**src/hdl/fsc_pkg.sv**
```systemverilog
// Purpose: shared constants of the serial flash master ports and control block
// Assumes: 32-bit register bus, byte addressed, one word per register
// Notes:   field positions of the global transfer control word
package fsc_pkg;

  // register byte offsets
  localparam logic [7:0] FSC_OFS_CTRL    = 8'h00;
  localparam logic [7:0] FSC_OFS_TX_DATA = 8'h04;
  localparam logic [7:0] FSC_OFS_RX_DATA = 8'h08;

  // global transfer control fields
  localparam int FSC_BIT_SOFT_RESET = 31;
  localparam int FSC_BIT_INT_EN     = 20;
  localparam int FSC_DIV_MSB        = 19;
  localparam int FSC_DIV_LSB        = 12;
  localparam int FSC_BIT_LOW_FIRST  = 10;
  localparam int FSC_BIT_PROTECT    = 9;
  localparam int FSC_BIT_USE_DMA    = 8;
  localparam int FSC_PH_MSB         = 6;
  localparam int FSC_PH_LSB         = 4;
  localparam int FSC_BIT_ERROR      = 2;
  localparam int FSC_BIT_DONE       = 1;
  localparam int FSC_BIT_START      = 0;

  // reset values
  localparam logic [7:0] FSC_DIV_RST        = 8'h08;
  localparam logic       FSC_PROTECT_RST    = 1'h1;
  localparam logic [8:0] FSC_DIV_ZERO_HALF  = 9'h080;

  // bus answers
  localparam logic [1:0] FSC_RESP_OKAY  = 2'h0;
  localparam logic [1:0] FSC_RESP_ERROR = 2'h1;

  // serial word
  localparam int FSC_WORD_BITS = 32;
  localparam int FSC_FIFO_DEPTH = 8;

  typedef enum logic [2:0] {
    FSC_IDLE   = 3'b000,
    FSC_LOAD   = 3'b001,
    FSC_SHIFT  = 3'b010,
    FSC_NEXT   = 3'b011,
    FSC_FINISH = 3'b100
  } fsc_state_t;

endpackage

```
**src/hdl/fsc_fifo.sv**
```systemverilog
// Purpose: word FIFO between the register bus and the serial engine
// Assumes: single clock, synchronous active-low reset
// Notes:   flip-flop storage; full and empty follow the occupancy count
`timescale 1ns/1ns
module fsc_fifo #(
  parameter int WIDTH = 32,
  parameter int DEPTH = 8
) (
  // clock and reset
  input  wire logic             sys_clk,
  input  wire logic             rst_n,
  // filling side
  input  wire logic             in_valid,
  output logic                  in_ready,
  input  wire logic [WIDTH-1:0] in_data,
  // draining side
  output logic                  out_valid,
  input  wire logic             out_ready,
  output logic [WIDTH-1:0]      out_data
);
  localparam int AW = (DEPTH > 1) ? $clog2(DEPTH) : 1;

  initial begin
    if (DEPTH < 2 || (DEPTH & (DEPTH - 1)) != 0 || WIDTH < 1) begin
      $error("fsc_fifo: DEPTH must be a power of two of at least 2");
    end
  end

  logic [WIDTH-1:0] mem [DEPTH];
  logic [AW-1:0]    wr_ptr;
  logic [AW-1:0]    rd_ptr;
  logic [AW:0]      count;
  logic             push;
  logic             pop;

  assign in_ready  = (count != (AW+1)'(DEPTH));
  assign out_valid = (count != '0);
  assign out_data  = mem[rd_ptr];
  assign push      = in_valid && in_ready;
  assign pop       = out_valid && out_ready;

  always_ff @(posedge sys_clk) begin
    if (push) begin
      mem[wr_ptr] <= in_data;
    end
  end

  always_ff @(posedge sys_clk) begin
    if (!rst_n) begin
      wr_ptr <= '0;
      rd_ptr <= '0;
      count  <= '0;
    end else begin
      if (push) begin
        wr_ptr <= wr_ptr + AW'(1);
      end
      if (pop) begin
        rd_ptr <= rd_ptr + AW'(1);
      end
      if (push && !pop) begin
        count <= count + (AW+1)'(1);
      end else if (pop && !push) begin
        count <= count - (AW+1)'(1);
      end
    end
  end
endmodule

```
**src/hdl/fsc_top.sv**
```systemverilog
// Purpose: serial flash master, bus slave, control register and pad drive
// Assumes: one clock sys_clk at 10 MHz; pad inputs are asynchronous
// Notes:   each phase moves one word from the transmit FIFO on line 0
//          and captures one word from line 1 into the receive register
// Functional notes
// - The global transfer control register sits at offset zero with all its fields.
// - Writing one to bit 31 holds every register and circuit but that bit in reset; the code keeps the bus slave and the pad synchronizers on the pin reset.
// - The completion interrupt is high while the enable bit and the done flag are both one.
// - A transmit DMA request is driven and withdrawn by the controller's clear pulse.
// - A receive DMA request is driven and withdrawn by the controller's clear pulse; the code lets a fresh receive word in the same cycle win over the clear.
// - The registers are reached as a bus slave with the documented address and data signals.
// - Line 0 has its own output data and output enable toward the pad.
// - Line 1 has its own output data and output enable toward the pad.
// - Line 2 serves as the active-low write-protect line with its own data and enable.
// - Line 3 serves as the active-low hold line with its own data and enable.
// - Each data line is sampled through its own pad input, apart from its output path.
// - Serial clock and chip select are pad outputs; a communication spans select low.
// - The serial clock is the system clock divided by the divider field, zero meaning 256; the code rounds odd values down to even, one giving 512.
// - With the byte order bit set, byte 7:0 goes first up to 31:24, else the reverse.
// - A start runs phases zero upward to the configured count, then ends the communication.
`timescale 1ns/1ns
module fsc_top
  import fsc_pkg::*;
#(
  parameter int FIFO_DEPTH = FSC_FIFO_DEPTH
) (
  // clock and reset
  input  wire logic        sys_clk,
  input  wire logic        rst_n,
  // register bus slave
  input  wire logic        hsel,
  input  wire logic        hwrite,
  input  wire logic [31:0] haddr,
  input  wire logic [1:0]  htrans,
  input  wire logic [2:0]  hsize,
  input  wire logic [31:0] hwdata,
  input  wire logic        hreadyin,
  output logic             hreadyout,
  output logic [31:0]      hrdata,
  output logic [1:0]       hresp,
  // dma single requests
  input  wire logic        tx_dma_request_clear,
  input  wire logic        rx_dma_request_clear,
  output logic             tx_dma_request,
  output logic             rx_dma_request,
  // completion interrupt
  output logic             done_irq,
  // serial pads
  output logic             sck,
  output logic             chip_select_low,
  input  wire logic        line0_in,
  output logic             line0_out,
  output logic             line0_drive_en,
  input  wire logic        line1_in,
  output logic             line1_out,
  output logic             line1_drive_en,
  input  wire logic        line2_in,
  output logic             line2_protect_out,
  output logic             line2_protect_drive_en,
  input  wire logic        line3_in,
  output logic             line3_pause_out,
  output logic             line3_pause_drive_en
);
  initial begin
    if (FIFO_DEPTH < 2) begin
      $error("fsc_top: FIFO_DEPTH must be at least 2");
    end
  end

  // control fields
  logic             soft_reset;
  logic             int_en;
  logic [7:0]       clock_divider_value;
  logic             byte_order_low_first;
  logic             protect;
  logic             use_dma;
  logic [2:0]       phase_total;
  logic             xfer_error;
  logic             xfer_done;
  logic             xfer_start;
  logic             blk_rst_n;

  // bus slave state
  logic             ap_ctrl_wr;
  logic             tx_pend;
  logic             err_stage;
  logic             ap_take;

  // engine state
  fsc_state_t       state;
  logic [2:0]       phase;
  logic [5:0]       bit_idx;
  logic [7:0]       half_cnt;
  logic [31:0]      tx_word;
  logic [31:0]      rx_shift;
  logic [31:0]      rx_data;
  logic [3:0]       line_meta;
  logic [3:0]       line_sync;
  logic             edge_now;

  // fifo
  logic             fifo_in_ready;
  logic             fifo_out_valid;
  logic             fifo_pop;
  logic [31:0]      fifo_out_data;

  logic [31:0]      ctrl_word;
  logic [7:0]       half_div;
  logic [4:0]       bit_pos;
  logic             done_set;

  // software reset holds everything but its own bit, the bus slave and the pad synchronizers
  assign blk_rst_n = rst_n && !soft_reset;

  assign ctrl_word = {soft_reset, 10'h000, int_en, clock_divider_value, 1'b0,
                      byte_order_low_first, protect, use_dma, 1'b0, phase_total,
                      1'b0, xfer_error, xfer_done, xfer_start};

  // zero selects divide by 256; odd values are rounded down to even
  assign half_div = (clock_divider_value == 8'h00) ? FSC_DIV_ZERO_HALF[7:0]
                                                   : {1'b0, clock_divider_value[7:1]};

  // byte k of the word is chosen by the order bit, bits go msb first
  always_comb begin
    bit_pos = 5'h00;
    if (byte_order_low_first) begin
      bit_pos = {bit_idx[4:3], ~bit_idx[2:0]};
    end else begin
      bit_pos = {~bit_idx[4:3], ~bit_idx[2:0]};
    end
  end

  assign ap_take  = hsel && htrans[1] && hreadyin;
  assign edge_now = (state == FSC_SHIFT) && (half_cnt == half_div - 8'h01);
  assign fifo_pop = (state == FSC_LOAD) && fifo_out_valid;
  assign done_set = (state == FSC_FINISH);

  fsc_fifo #(
    .WIDTH (FSC_WORD_BITS),
    .DEPTH (FIFO_DEPTH)
  ) u_tx_fifo (
    .sys_clk   (sys_clk),
    .rst_n     (blk_rst_n),
    .in_valid  (tx_pend),
    .in_ready  (fifo_in_ready),
    .in_data   (hwdata),
    .out_valid (fifo_out_valid),
    .out_ready (fifo_pop),
    .out_data  (fifo_out_data)
  );

  // bus address phase and answers; kept on the pin reset so a bus cycle
  // in flight survives a software reset
  always_ff @(posedge sys_clk) begin
    if (!rst_n) begin
      ap_ctrl_wr <= 1'b0;
      tx_pend    <= 1'b0;
      err_stage  <= 1'b0;
      hreadyout  <= 1'b1;
      hresp      <= FSC_RESP_OKAY;
      hrdata     <= 32'h0000_0000;
    end else begin
      ap_ctrl_wr <= 1'b0;
      if (err_stage) begin
        err_stage <= 1'b0;
        hreadyout <= 1'b1;
      end else if (tx_pend) begin
        // wait states until the FIFO takes the word
        if (fifo_in_ready) begin
          tx_pend   <= 1'b0;
          hreadyout <= 1'b1;
        end
      end else if (ap_take) begin
        hresp    <= FSC_RESP_OKAY;
        hrdata   <= 32'h0000_0000;
        case (haddr[7:0])
          FSC_OFS_CTRL: begin
            ap_ctrl_wr <= hwrite;
            hrdata     <= ctrl_word;
          end
          FSC_OFS_TX_DATA: begin
            tx_pend   <= hwrite;
            hreadyout <= !hwrite;
          end
          FSC_OFS_RX_DATA: begin
            hrdata <= rx_data;
          end
          default: begin
            err_stage <= 1'b1;
            hreadyout <= 1'b0;
            hresp     <= FSC_RESP_ERROR;
          end
        endcase
      end else if (hreadyout) begin
        hresp <= FSC_RESP_OKAY;
      end
    end
  end

  // the reset bit, like the bus slave and the pad synchronizers, ignores the software reset
  always_ff @(posedge sys_clk) begin
    if (!rst_n) begin
      soft_reset <= 1'b0;
    end else if (ap_ctrl_wr) begin
      soft_reset <= hwdata[FSC_BIT_SOFT_RESET];
    end
  end

  // writable control fields
  always_ff @(posedge sys_clk) begin
    if (!blk_rst_n) begin
      int_en               <= 1'b0;
      clock_divider_value  <= FSC_DIV_RST;
      byte_order_low_first <= 1'b0;
      protect              <= FSC_PROTECT_RST;
      use_dma              <= 1'b0;
      phase_total          <= 3'h0;
    end else if (ap_ctrl_wr) begin
      int_en               <= hwdata[FSC_BIT_INT_EN];
      clock_divider_value  <= hwdata[FSC_DIV_MSB:FSC_DIV_LSB];
      byte_order_low_first <= hwdata[FSC_BIT_LOW_FIRST];
      protect              <= hwdata[FSC_BIT_PROTECT];
      use_dma              <= hwdata[FSC_BIT_USE_DMA];
      phase_total          <= hwdata[FSC_PH_MSB:FSC_PH_LSB];
    end
  end

  // start clears itself when taken; done and error clear on a written one,
  // and a setting event in the same cycle wins
  always_ff @(posedge sys_clk) begin
    if (!blk_rst_n) begin
      xfer_start <= 1'b0;
      xfer_done  <= 1'b0;
      xfer_error <= 1'b0;
    end else begin
      if (state == FSC_IDLE && xfer_start) begin
        xfer_start <= 1'b0;
      end else if (ap_ctrl_wr && hwdata[FSC_BIT_START]) begin
        xfer_start <= 1'b1;
      end
      if (done_set) begin
        xfer_done <= 1'b1;
      end else if (ap_ctrl_wr && hwdata[FSC_BIT_DONE]) begin
        xfer_done <= 1'b0;
      end
      if (state == FSC_LOAD && !fifo_out_valid) begin
        xfer_error <= 1'b1;
      end else if (ap_ctrl_wr && hwdata[FSC_BIT_ERROR]) begin
        xfer_error <= 1'b0;
      end
    end
  end

  // pad inputs pass two flip-flops
  always_ff @(posedge sys_clk) begin
    if (!rst_n) begin
      line_meta <= 4'h0;
      line_sync <= 4'h0;
    end else begin
      line_meta <= {line3_in, line2_in, line1_in, line0_in};
      line_sync <= line_meta;
    end
  end

  // phase engine: mode 0, data changes on the falling edge, sampled rising
  always_ff @(posedge sys_clk) begin
    if (!blk_rst_n) begin
      state           <= FSC_IDLE;
      phase           <= 3'h0;
      bit_idx         <= 6'h00;
      half_cnt        <= 8'h00;
      tx_word         <= 32'h0000_0000;
      rx_shift        <= 32'h0000_0000;
      rx_data         <= 32'h0000_0000;
      sck             <= 1'b0;
      chip_select_low <= 1'b1;
      line0_out       <= 1'b0;
      line0_drive_en  <= 1'b0;
    end else begin
      case (state)
        FSC_IDLE: begin
          if (xfer_start) begin
            phase <= 3'h0;
            state <= FSC_LOAD;
          end
        end
        FSC_LOAD: begin
          if (fifo_out_valid) begin
            tx_word         <= fifo_out_data;
            bit_idx         <= 6'h00;
            half_cnt        <= 8'h00;
            chip_select_low <= 1'b0;
            line0_drive_en  <= 1'b1;
            state           <= FSC_SHIFT;
          end else begin
            state <= FSC_FINISH;
          end
        end
        FSC_SHIFT: begin
          line0_out <= tx_word[bit_pos];
          if (edge_now) begin
            half_cnt <= 8'h00;
            sck      <= !sck;
            if (!sck) begin
              rx_shift[bit_pos] <= line_sync[1];
            end else if (bit_idx == 6'(FSC_WORD_BITS - 1)) begin
              state <= FSC_NEXT;
            end else begin
              bit_idx <= bit_idx + 6'h01;
            end
          end else begin
            half_cnt <= half_cnt + 8'h01;
          end
        end
        FSC_NEXT: begin
          rx_data <= rx_shift;
          if (phase == phase_total) begin
            state <= FSC_FINISH;
          end else begin
            phase <= phase + 3'h1;
            state <= FSC_LOAD;
          end
        end
        FSC_FINISH: begin
          chip_select_low <= 1'b1;
          line0_drive_en  <= 1'b0;
          state           <= FSC_IDLE;
        end
        default: begin
          state <= FSC_IDLE;
        end
      endcase
    end
  end

  // line 1 is the flash output in single line mode, never driven here
  always_ff @(posedge sys_clk) begin
    if (!blk_rst_n) begin
      line1_out      <= 1'b0;
      line1_drive_en <= 1'b0;
    end else begin
      line1_out      <= 1'b0;
      line1_drive_en <= 1'b0;
    end
  end

  // write-protect and hold are driven whenever not in reset
  always_ff @(posedge sys_clk) begin
    if (!blk_rst_n) begin
      line2_protect_out      <= 1'b1;
      line2_protect_drive_en <= 1'b0;
      line3_pause_out        <= 1'b1;
      line3_pause_drive_en   <= 1'b0;
    end else begin
      line2_protect_out      <= !protect;
      line2_protect_drive_en <= 1'b1;
      line3_pause_out        <= 1'b1;
      line3_pause_drive_en   <= 1'b1;
    end
  end

  // dma requests: a clear withdraws the request; a fresh rx word wins over it
  always_ff @(posedge sys_clk) begin
    if (!blk_rst_n) begin
      tx_dma_request <= 1'b0;
      rx_dma_request <= 1'b0;
    end else begin
      if (tx_dma_request_clear) begin
        tx_dma_request <= 1'b0;
      end else if (use_dma && fifo_in_ready && !tx_pend) begin
        tx_dma_request <= 1'b1;
      end
      if (use_dma && state == FSC_NEXT) begin
        rx_dma_request <= 1'b1;
      end else if (rx_dma_request_clear) begin
        rx_dma_request <= 1'b0;
      end
    end
  end

  // completion interrupt follows the done flag
  always_ff @(posedge sys_clk) begin
    if (!blk_rst_n) begin
      done_irq <= 1'b0;
    end else begin
      // one edge behind the flag, so the line rises only once select is high
      done_irq <= int_en && xfer_done;
    end
  end
endmodule

```
**config.mk**
```make
export PLATFORM = sky130hd
export DESIGN_NAME = fsc_top
export DESIGN_NICKNAME = d
export VERILOG_FILES = /design/src/hdl/fsc_pkg.sv /design/src/hdl/fsc_fifo.sv /design/src/hdl/fsc_top.sv
export SDC_FILE = /design/constraint.sdc
export NUM_CORES = 1
export LEC_CHECK = 0
export ABC_CLOCK_PERIOD_IN_PS = 5240
export BUFFER_PORTS_ARGS = -buffer_cell sky130_fd_sc_hd__buf_2
export CAP_MARGIN = 40
export CORE_ASPECT_RATIO = 1.75
export CORE_MARGIN = 2
export CORE_UTILIZATION = 60
export CTS_BUF_LIST = sky130_fd_sc_hd__clkbuf_8
export DETAILED_ROUTE_END_ITERATION = 8
export HOLD_SLACK_MARGIN = 0.02
export PLACE_DENSITY_LB_ADDON = 0.12
export REMOVE_ABC_BUFFERS = 1
export SYNTH_ARGS = -nofsm -noshare
export SYNTH_HDL_FRONTEND = slang
export SYNTH_SLANG_ARGS = --single-unit
```
**constraint.sdc**
```tcl
create_clock -name sys_clk -period 5.24 [get_ports sys_clk]
set_input_delay 0.262 -clock sys_clk [delete_from_list [all_inputs] [get_ports sys_clk]]
set_output_delay 0.262 -clock sys_clk [all_outputs]
set_load 0.1 [all_outputs]
```
==> summary.txt, run 1 <==
Drt
  • WL per Instance: 20.1 microns
  • Final WL: 37.9 mm
  • Vias per std cell: 5.78
  • DR iter-0 viols: 623
  • Post-route DRC: 0
  • Routed vias: 10877
  • Initial DRT Pass Iterations: 5
  • Final antenna-violating net count: 0

Floorplanning
  • Core ar.: 29800 sq um
  • Chip width: 135 microns
  • DIE AREA: 31600 sq um
  • Initial Utilization: 60.6%
  • Die Y: 234 microns
  • Rows: 84
  • I/O Pins: 128

CTS
  • Clock H-tree levels: 2
  • Inserted Clock Buffers: 61
  • Worst-skew pair later-pin latency: 640 ps
  • CTS Buffer Depth: 3
  • Sink Count: 449
  • # resized after CTS: 0
  • Worst-path clk slew: 70 ps
  • Post-CTS setup buffer count: 0
  • CTS tree: done
  • Number of hold buffers added after cts: 36
  • CTS root buf: clkbuf_8

Synthesis
  • Mapped cell area: 18100 sq um
  • Dominant synthesized flop cell: edfxtp_1
  • #FFs+latches synth: 449
  • Mapped Cells: 1318
  • Syn Area/Cell: 13.7 sq um
  • Leading area contributor after synthesis: edfxtp_1
  • Synth top area cells: edfxtp_1 (42%), dfxtp_1 (21%), mux4_2 (9.0%)
  • Yosys warnings: 0
  • Most frequent cell after synthesis: edfxtp_1
  • Sequential share of the synthesized area: 63.8%
  • Share of synthesized flip-flops with an asynchronous set or reset: 0%
  • Post-synth top cells: edfxtp_1 (256), dfxtp_1 (193), nand2_1 (135)
  • Synth unique cells: 63
  • Top cell type's share of synthesized area: 42.5%
  • EDFF count, synth: 256

Timing
  • Max-slew headroom: 40.9%
  • RSZ-0062 raised after global routing: false
  • Worst hold slack: 108 ps
  • # setup viols final: 0
  • Slew Limit Fails: 0
  • Setup TNS: 0 ps
  • Layout Skew: 28.8 ps
  • Worst slew pin tran: 886 ps
  • Final period utilization: 65.5%
  • Final critical-path required period: 3430 ps
  • Fmax: 291 MHz
  • Final count of hold timing violations: 0

Cells and area
  • Final nets: 1536
  • Number of diodes: 0
  • Area Growth Syn to Fin: 13.7%
  • Filler cells: 2141
  • Ratio of cells with drive above 1 in the final layout: 22.4%

Power
  • Internal power: 5.22 mW
  • Switching Fraction: 21.0%
  • Sequential share of power: 56.3%
  • Power Density: 321 nW/um^2
  • Maximum VDD drop: 290 uV
  • Clock share of power: 41.5%
  • Switching Power: 1.38 mW
  • Logic pwr share: 2.2%
  • Leak pwr: 7.01 nW

Global routing
  • Met1 Resource Use GR: 29.1%
  • Grt total ovfl: 0
  • Vias in the first global route: 10855
  • M3 GR Usage: 3.59%
  • Gr busiest metal: met2
  • Initial antenna violation count: 0
  • First-pass GRT wire length: 58.9 mm
  • Largest net degree at the start of global routing: 74
  • GRT Resource Usage Total: 24.3%
  • GR Util met2: 44.8%

Critical path
  • CP Data Required Time: 5790 ps
  • WP buf/inv: 4
  • CP arrival: 3980 ps
  • Worst Path Max Fanout: 73
  • Setup crit end kind: flip-flop
  • Crit-path slowest cell: buf_4
  • Critical path class: flip-flop to flip-flop
  • Largest stage delay on the critical path: 600 ps
  • Sequence of cells on the critical path: nor4_1 -> clkdlybuf4s18_2 -> nor3_4 -> buf_4 -> inv_2 -> ha_1 -> inv_1 -> ha_1 -> a21o_1 -> a21oi_1 -> xnor2_1 -> or3_1 -> a21oi_1
  • Top delay family on crit path: buffers and inverters
  • Startpoint Class: flip-flop

Placement
  • Detailed placer's ending HPWL: 23.3 mm
  • Port Buffers: 92
  • Routability cong.: 0.832

Hold path
  • HP Class: primary input to flip-flop

Run status
  • Status: finished, final reports clean

Job
  • Number of max-cap violations: 0
[worst register-to-register path, cell delays in order, from the launching register on]
cell,delay (ps)
dfxtp_1,440
nor4_1,90
clkdlybuf4s18_2,260
nor3_4,110
buf_4,600
inv_2,300
ha_1,310
inv_1,120
ha_1,250
a21o_1,170
a21oi_1,180
xnor2_1,90
or3_1,310
a21oi_1,140
[power groups by stage]
stage	clock network (mW)	logic [mW]	registers (mW)
finish	2.74	0.147	3.72
floorplan	0	0.0412	3.81
detailed placement	0	0.127	3.80
global route	2.94	0.158	3.72
CTS	2.80	0.148	3.72
global placement	0	0.122	3.80
[worst paths after layout]
check / end / slack, ps / start / depth (start not counted)
max: u_tx_fifo.count[3]$_SDFFE_PN0P_ / 1810 / u_tx_fifo.count[0]$_SDFFE_PN0P_ / 13
max reg2reg: u_tx_fifo.count[3]$_SDFFE_PN0P_ / 1810 / u_tx_fifo.count[0]$_SDFFE_PN0P_ / 13
min: err_stage$_SDFF_PP0_ / 110 / htrans[1] / 4
min reg2reg: line2_protect_out$_SDFF_PN1_ / 430 / protect$_SDFFE_PN1P_ / 1
[cells by family after synthesis]
| logic type | share of synthesized area [%] |
|---|---|
| AO/OA/AOI/OAI | 6.08 |
| XOR/XNOR | 1.16 |
| adder cells (fa/ha/maj) | 0.940 |
| buffers and inverters | 2.89 |
| flip-flops | 63.8 |
| multiplexers | 14.9 |
| other | 0.0415 |
| AND/OR/NAND/NOR | 10.2 |
[registers in the layout, summed over array words and instances, names as in the netlist, 4 cells and up]
name and count:
u_tx_fifo.mem 256, u_tx_fifo.count 4, rx_shift 32, tx_word 32, half_cnt 8, hrdata 32, clock_divider_value 8, rx_data 32
bit_idx 6
[stage by stage]
stage | util (%) | power, mW | instance area, sq um | worst slack (ps) | instances
floorplan | - | 3.85 | 17600 | 132 | 1223
global placement | 63.1 | 3.92 | 18800 | 1810 | 1723
detailed placement | 63.4 | 3.92 | 18900 | 1790 | 1731
CTS | 68.9 | 6.67 | 20600 | 1780 | 1881
global route | 68.9 | 6.81 | 20600 | 1500 | 1881
finish | 68.9 | 6.61 | 20600 | 1810 | 1881
[layer usage]
metal / part of all wire [%] / routed length [microns] / up-vias
met4: 2.9 / 1110 / 0
li1: - / - / 5153
met5: 0 / 0 / -
met2: 54 / 20500 / 242
met3: 3.7 / 1410 / 73
met1: 39 / 14900 / 5409
[final cells by class]
cell class / count / area, sq um / share of cell area [%]
Tap cell: 387 / 484 / 2.35
Clock buffer: 76 / 1050 / 5.08
Multi-Input combinational cell: 759 / 6110 / 29.7
Inverter: 15 / 56.3 / 0.274
Timing Repair Buffer: 157 / 1080 / 5.23
Sequential cell: 449 / 11600 / 56.2
Clock inverter: 38 / 245 / 1.19
[layout by cell type, fill, tap and decap left out, drive strengths merged, types with 3 or more instances in the layout]
cell type    count
edfxtp         256
nor2b           43
a31oi            7
xnor2           14
mux4            72
o21ai           14
clkinv          20
nor4             6
nor3            15
nand3b           3
and2             5
a21oi           55
o21a             3
and3             5
ha              12
nand4b           3
a211oi          34
mux2            16
inv             30
nor3b            5
dfxtp          193
dlygate4sd3     36
mux2i           89
conb             4
o31ai            3
nand2b           8
nand3           49
nor2            85
xor2            10
buf            120
bufinv           3
nand2          135
clkbuf          76
a22oi           34
or3              5
Power figures use the tool's default switching activity.
==> inputs of run 2 (changes only) <==
- ABC_CLOCK_PERIOD_IN_PS: 5240 -> 3600
- clock period: 5.24 -> 3.6 ns (I/O delays scaled with it)
==> summary.txt, run 2 (same netlist as run 1, synthesis figures left out) <==
Run status
  • Status: finished, final reports clean

CTS
  • CTS root buf: clkbuf_8
  • Post-CTS setup buffer count: 0
  • Inserted Clock Buffers: 60
  • Sink Count: 449
  • Worst-skew pair later-pin latency: 630 ps
  • CTS tree: done
  • # resized after CTS: 0
  • Clock H-tree levels: 2
  • CTS Buffer Depth: 3
  • Worst-path clk slew: 70 ps

Drt
  • Routed vias: 10873
  • Vias per std cell: 5.76
  • Final WL: 37.9 mm
  • Final antenna-violating net count: 0
  • Post-route DRC: 0
  • Initial DRT Pass Iterations: 5
  • WL per Instance: 20.1 microns
  • DR iter-0 viols: 683

Power
  • Leak pwr: 7.07 nW
  • Total power: 9.58 mW
  • Maximum VDD drop: 366 uV
  • Power Density: 464 nW/um^2

Global routing
  • Largest net degree at the start of global routing: 73
  • Vias in the first global route: 11142
  • Grt total ovfl: 0
  • Initial antenna violation count: 0
  • GRT Resource Usage Total: 24.6%
  • First-pass GRT wire length: 59.8 mm

Critical path
  • CP Data Required Time: 4150 ps
  • Critical path class: flip-flop to flip-flop
  • Setup crit end kind: flip-flop
  • R2r endpoint: u_tx_fifo.count[3]$_SDFFE_PN0P_
  • Startpoint Class: flip-flop
  • CP arrival: 3430 ps
  • R2R Setup Slk: 720 ps
  • Worst Path Max Fanout: 7
  • R2R Path Start: u_tx_fifo.count[0]$_SDFFE_PN0P_
  • Reg2Reg Depth: 12

Floorplanning
  • I/O Pins: 128
  • Die Y: 234 microns
  • Chip width: 135 microns
  • DIE AREA: 31600 sq um
  • Rows: 84
  • Initial Utilization: 60.6%
  • Core ar.: 29800 sq um

Timing
  • Worst slew pin tran: 883 ps
  • Final critical-path required period: 2880 ps
  • Final period utilization: 80.0%
  • Fmax: 347 MHz
  • Max-slew headroom: 41.2%
  • Layout Skew: 23.9 ps
  • Slew Limit Fails: 0
  • Final count of hold timing violations: 0
  • Worst hold slack: 80.8 ps
  • PnR worst setup slack: 722 ps
  • RSZ-0062 raised after global routing: false
  • # setup viols final: 0

Cells and area
  • Ratio of cells with drive above 1 in the final layout: 22.5%
  • Reg with most FFs: u_tx_fifo.mem
  • Register area: 11600 sq um
  • Filler cells: 2138
  • Multi-input gate area: 6100 sq um
  • Commonest cells after routing, fill and taps aside: edfxtp_1 (256), dfxtp_1 (190), nand2_1 (135), buf_2 (92), mux2i_1 (89)
  • Max reg flops: 256
  • Most common cell after layout, fill and taps aside: edfxtp_1
  • Number of diodes: 0
  • Area Growth Syn to Fin: 14.1%
  • Final nets: 1543

Placement
  • Detailed placer's ending HPWL: 23.0 mm
  • Port Buffers: 92
  • Pre-CTS setup slack: 743 ps
  • Routability cong.: 0.826

Hold path
  • WHS Path Cells: 4
  • Hold path start: hsel
  • HP Class: primary input to flip-flop
  • Hold EP: hresp[0]$_SDFFE_PN0P_

Job
  • Number of max-cap violations: 0
-- run 2: what timing repair did --
action	in CTS	in global routing
endpoints found under the setup margin	0	0
hold buffers	42	0
endpoints found under the hold margin	283	0
-- run 2: final cells by class --
| type | instances | area share (%) |
|---|---|---|
| Clock buffer | 78 | 5.20 |
| Clock inverter | 35 | 1.02 |
| Inverter | 15 | 0.273 |
| Multi-Input combinational cell | 759 | 29.5 |
| Sequential cell | 449 | 56.0 |
| Tap cell | 387 | 2.34 |
| Timing Repair Buffer | 165 | 5.68 |
-- run 2: through the flow --
step	cell area [sq um]	instances	setup TNS (ps)	utilization [%]
floorplan	17600	1223	-137630	-
global placement	18900	1727	0	63.2
detailed placement	19000	1733	0	63.5
CTS	20700	1888	0	69.2
global route	20700	1888	0	69.2
finish	20700	1888	0	69.2
-- run 2: worst max-delay path by stage --
stage                                          startpoint                               to  slack [ps]  cells past startpoint
after floorplan                   soft_reset$_SDFFE_PN0P_         rx_shift[0]$_SDFFE_PN0P_       -1510                      4
after global placement    u_tx_fifo.count[0]$_SDFFE_PN0P_  u_tx_fifo.count[3]$_SDFFE_PN0P_         790                     12
after detailed placement  u_tx_fifo.count[0]$_SDFFE_PN0P_  u_tx_fifo.count[3]$_SDFFE_PN0P_         740                     12
after CTS                 u_tx_fifo.count[0]$_SDFFE_PN0P_  u_tx_fifo.count[3]$_SDFFE_PN0P_         720                     12
after global routing      u_tx_fifo.count[0]$_SDFFE_PN0P_  u_tx_fifo.count[3]$_SDFFE_PN0P_         460                     12
final                     u_tx_fifo.count[0]$_SDFFE_PN0P_  u_tx_fifo.count[3]$_SDFFE_PN0P_         720                     12
-- run 2: where the power goes --
group | leakage (nW) | switching, mW | internal (mW) | total, mW
clock network | 0.742 | 1.85 | 2.09 | 3.95
registers | 3.86 | 0.00163 | 5.41 | 5.42
logic | 2.47 | 0.150 | 0.0686 | 0.218
-- run 2: critical path: stages, from the launching register on --
cell	delay [ps]
dfxtp_1	370
nor3_1	310
nand2_1	120
nand2_1	220
clkinv_1	280
ha_1	290
inv_1	110
ha_1	240
a21o_1	180
a21oi_1	160
xnor2_1	90
or3_1	300
a21oi_1	130
-- run 2: routing by layer --
layer / vias to the layer above / part of all wire, % / track usage, %
li1: 5163 / - / -
met1: 5401 / 39 / 28.7
met2: 235 / 54 / 45.7
met3: 74 / 3.6 / 3.16
met4: 0 / 3.3 / 9.44
met5: - / 0 / 0
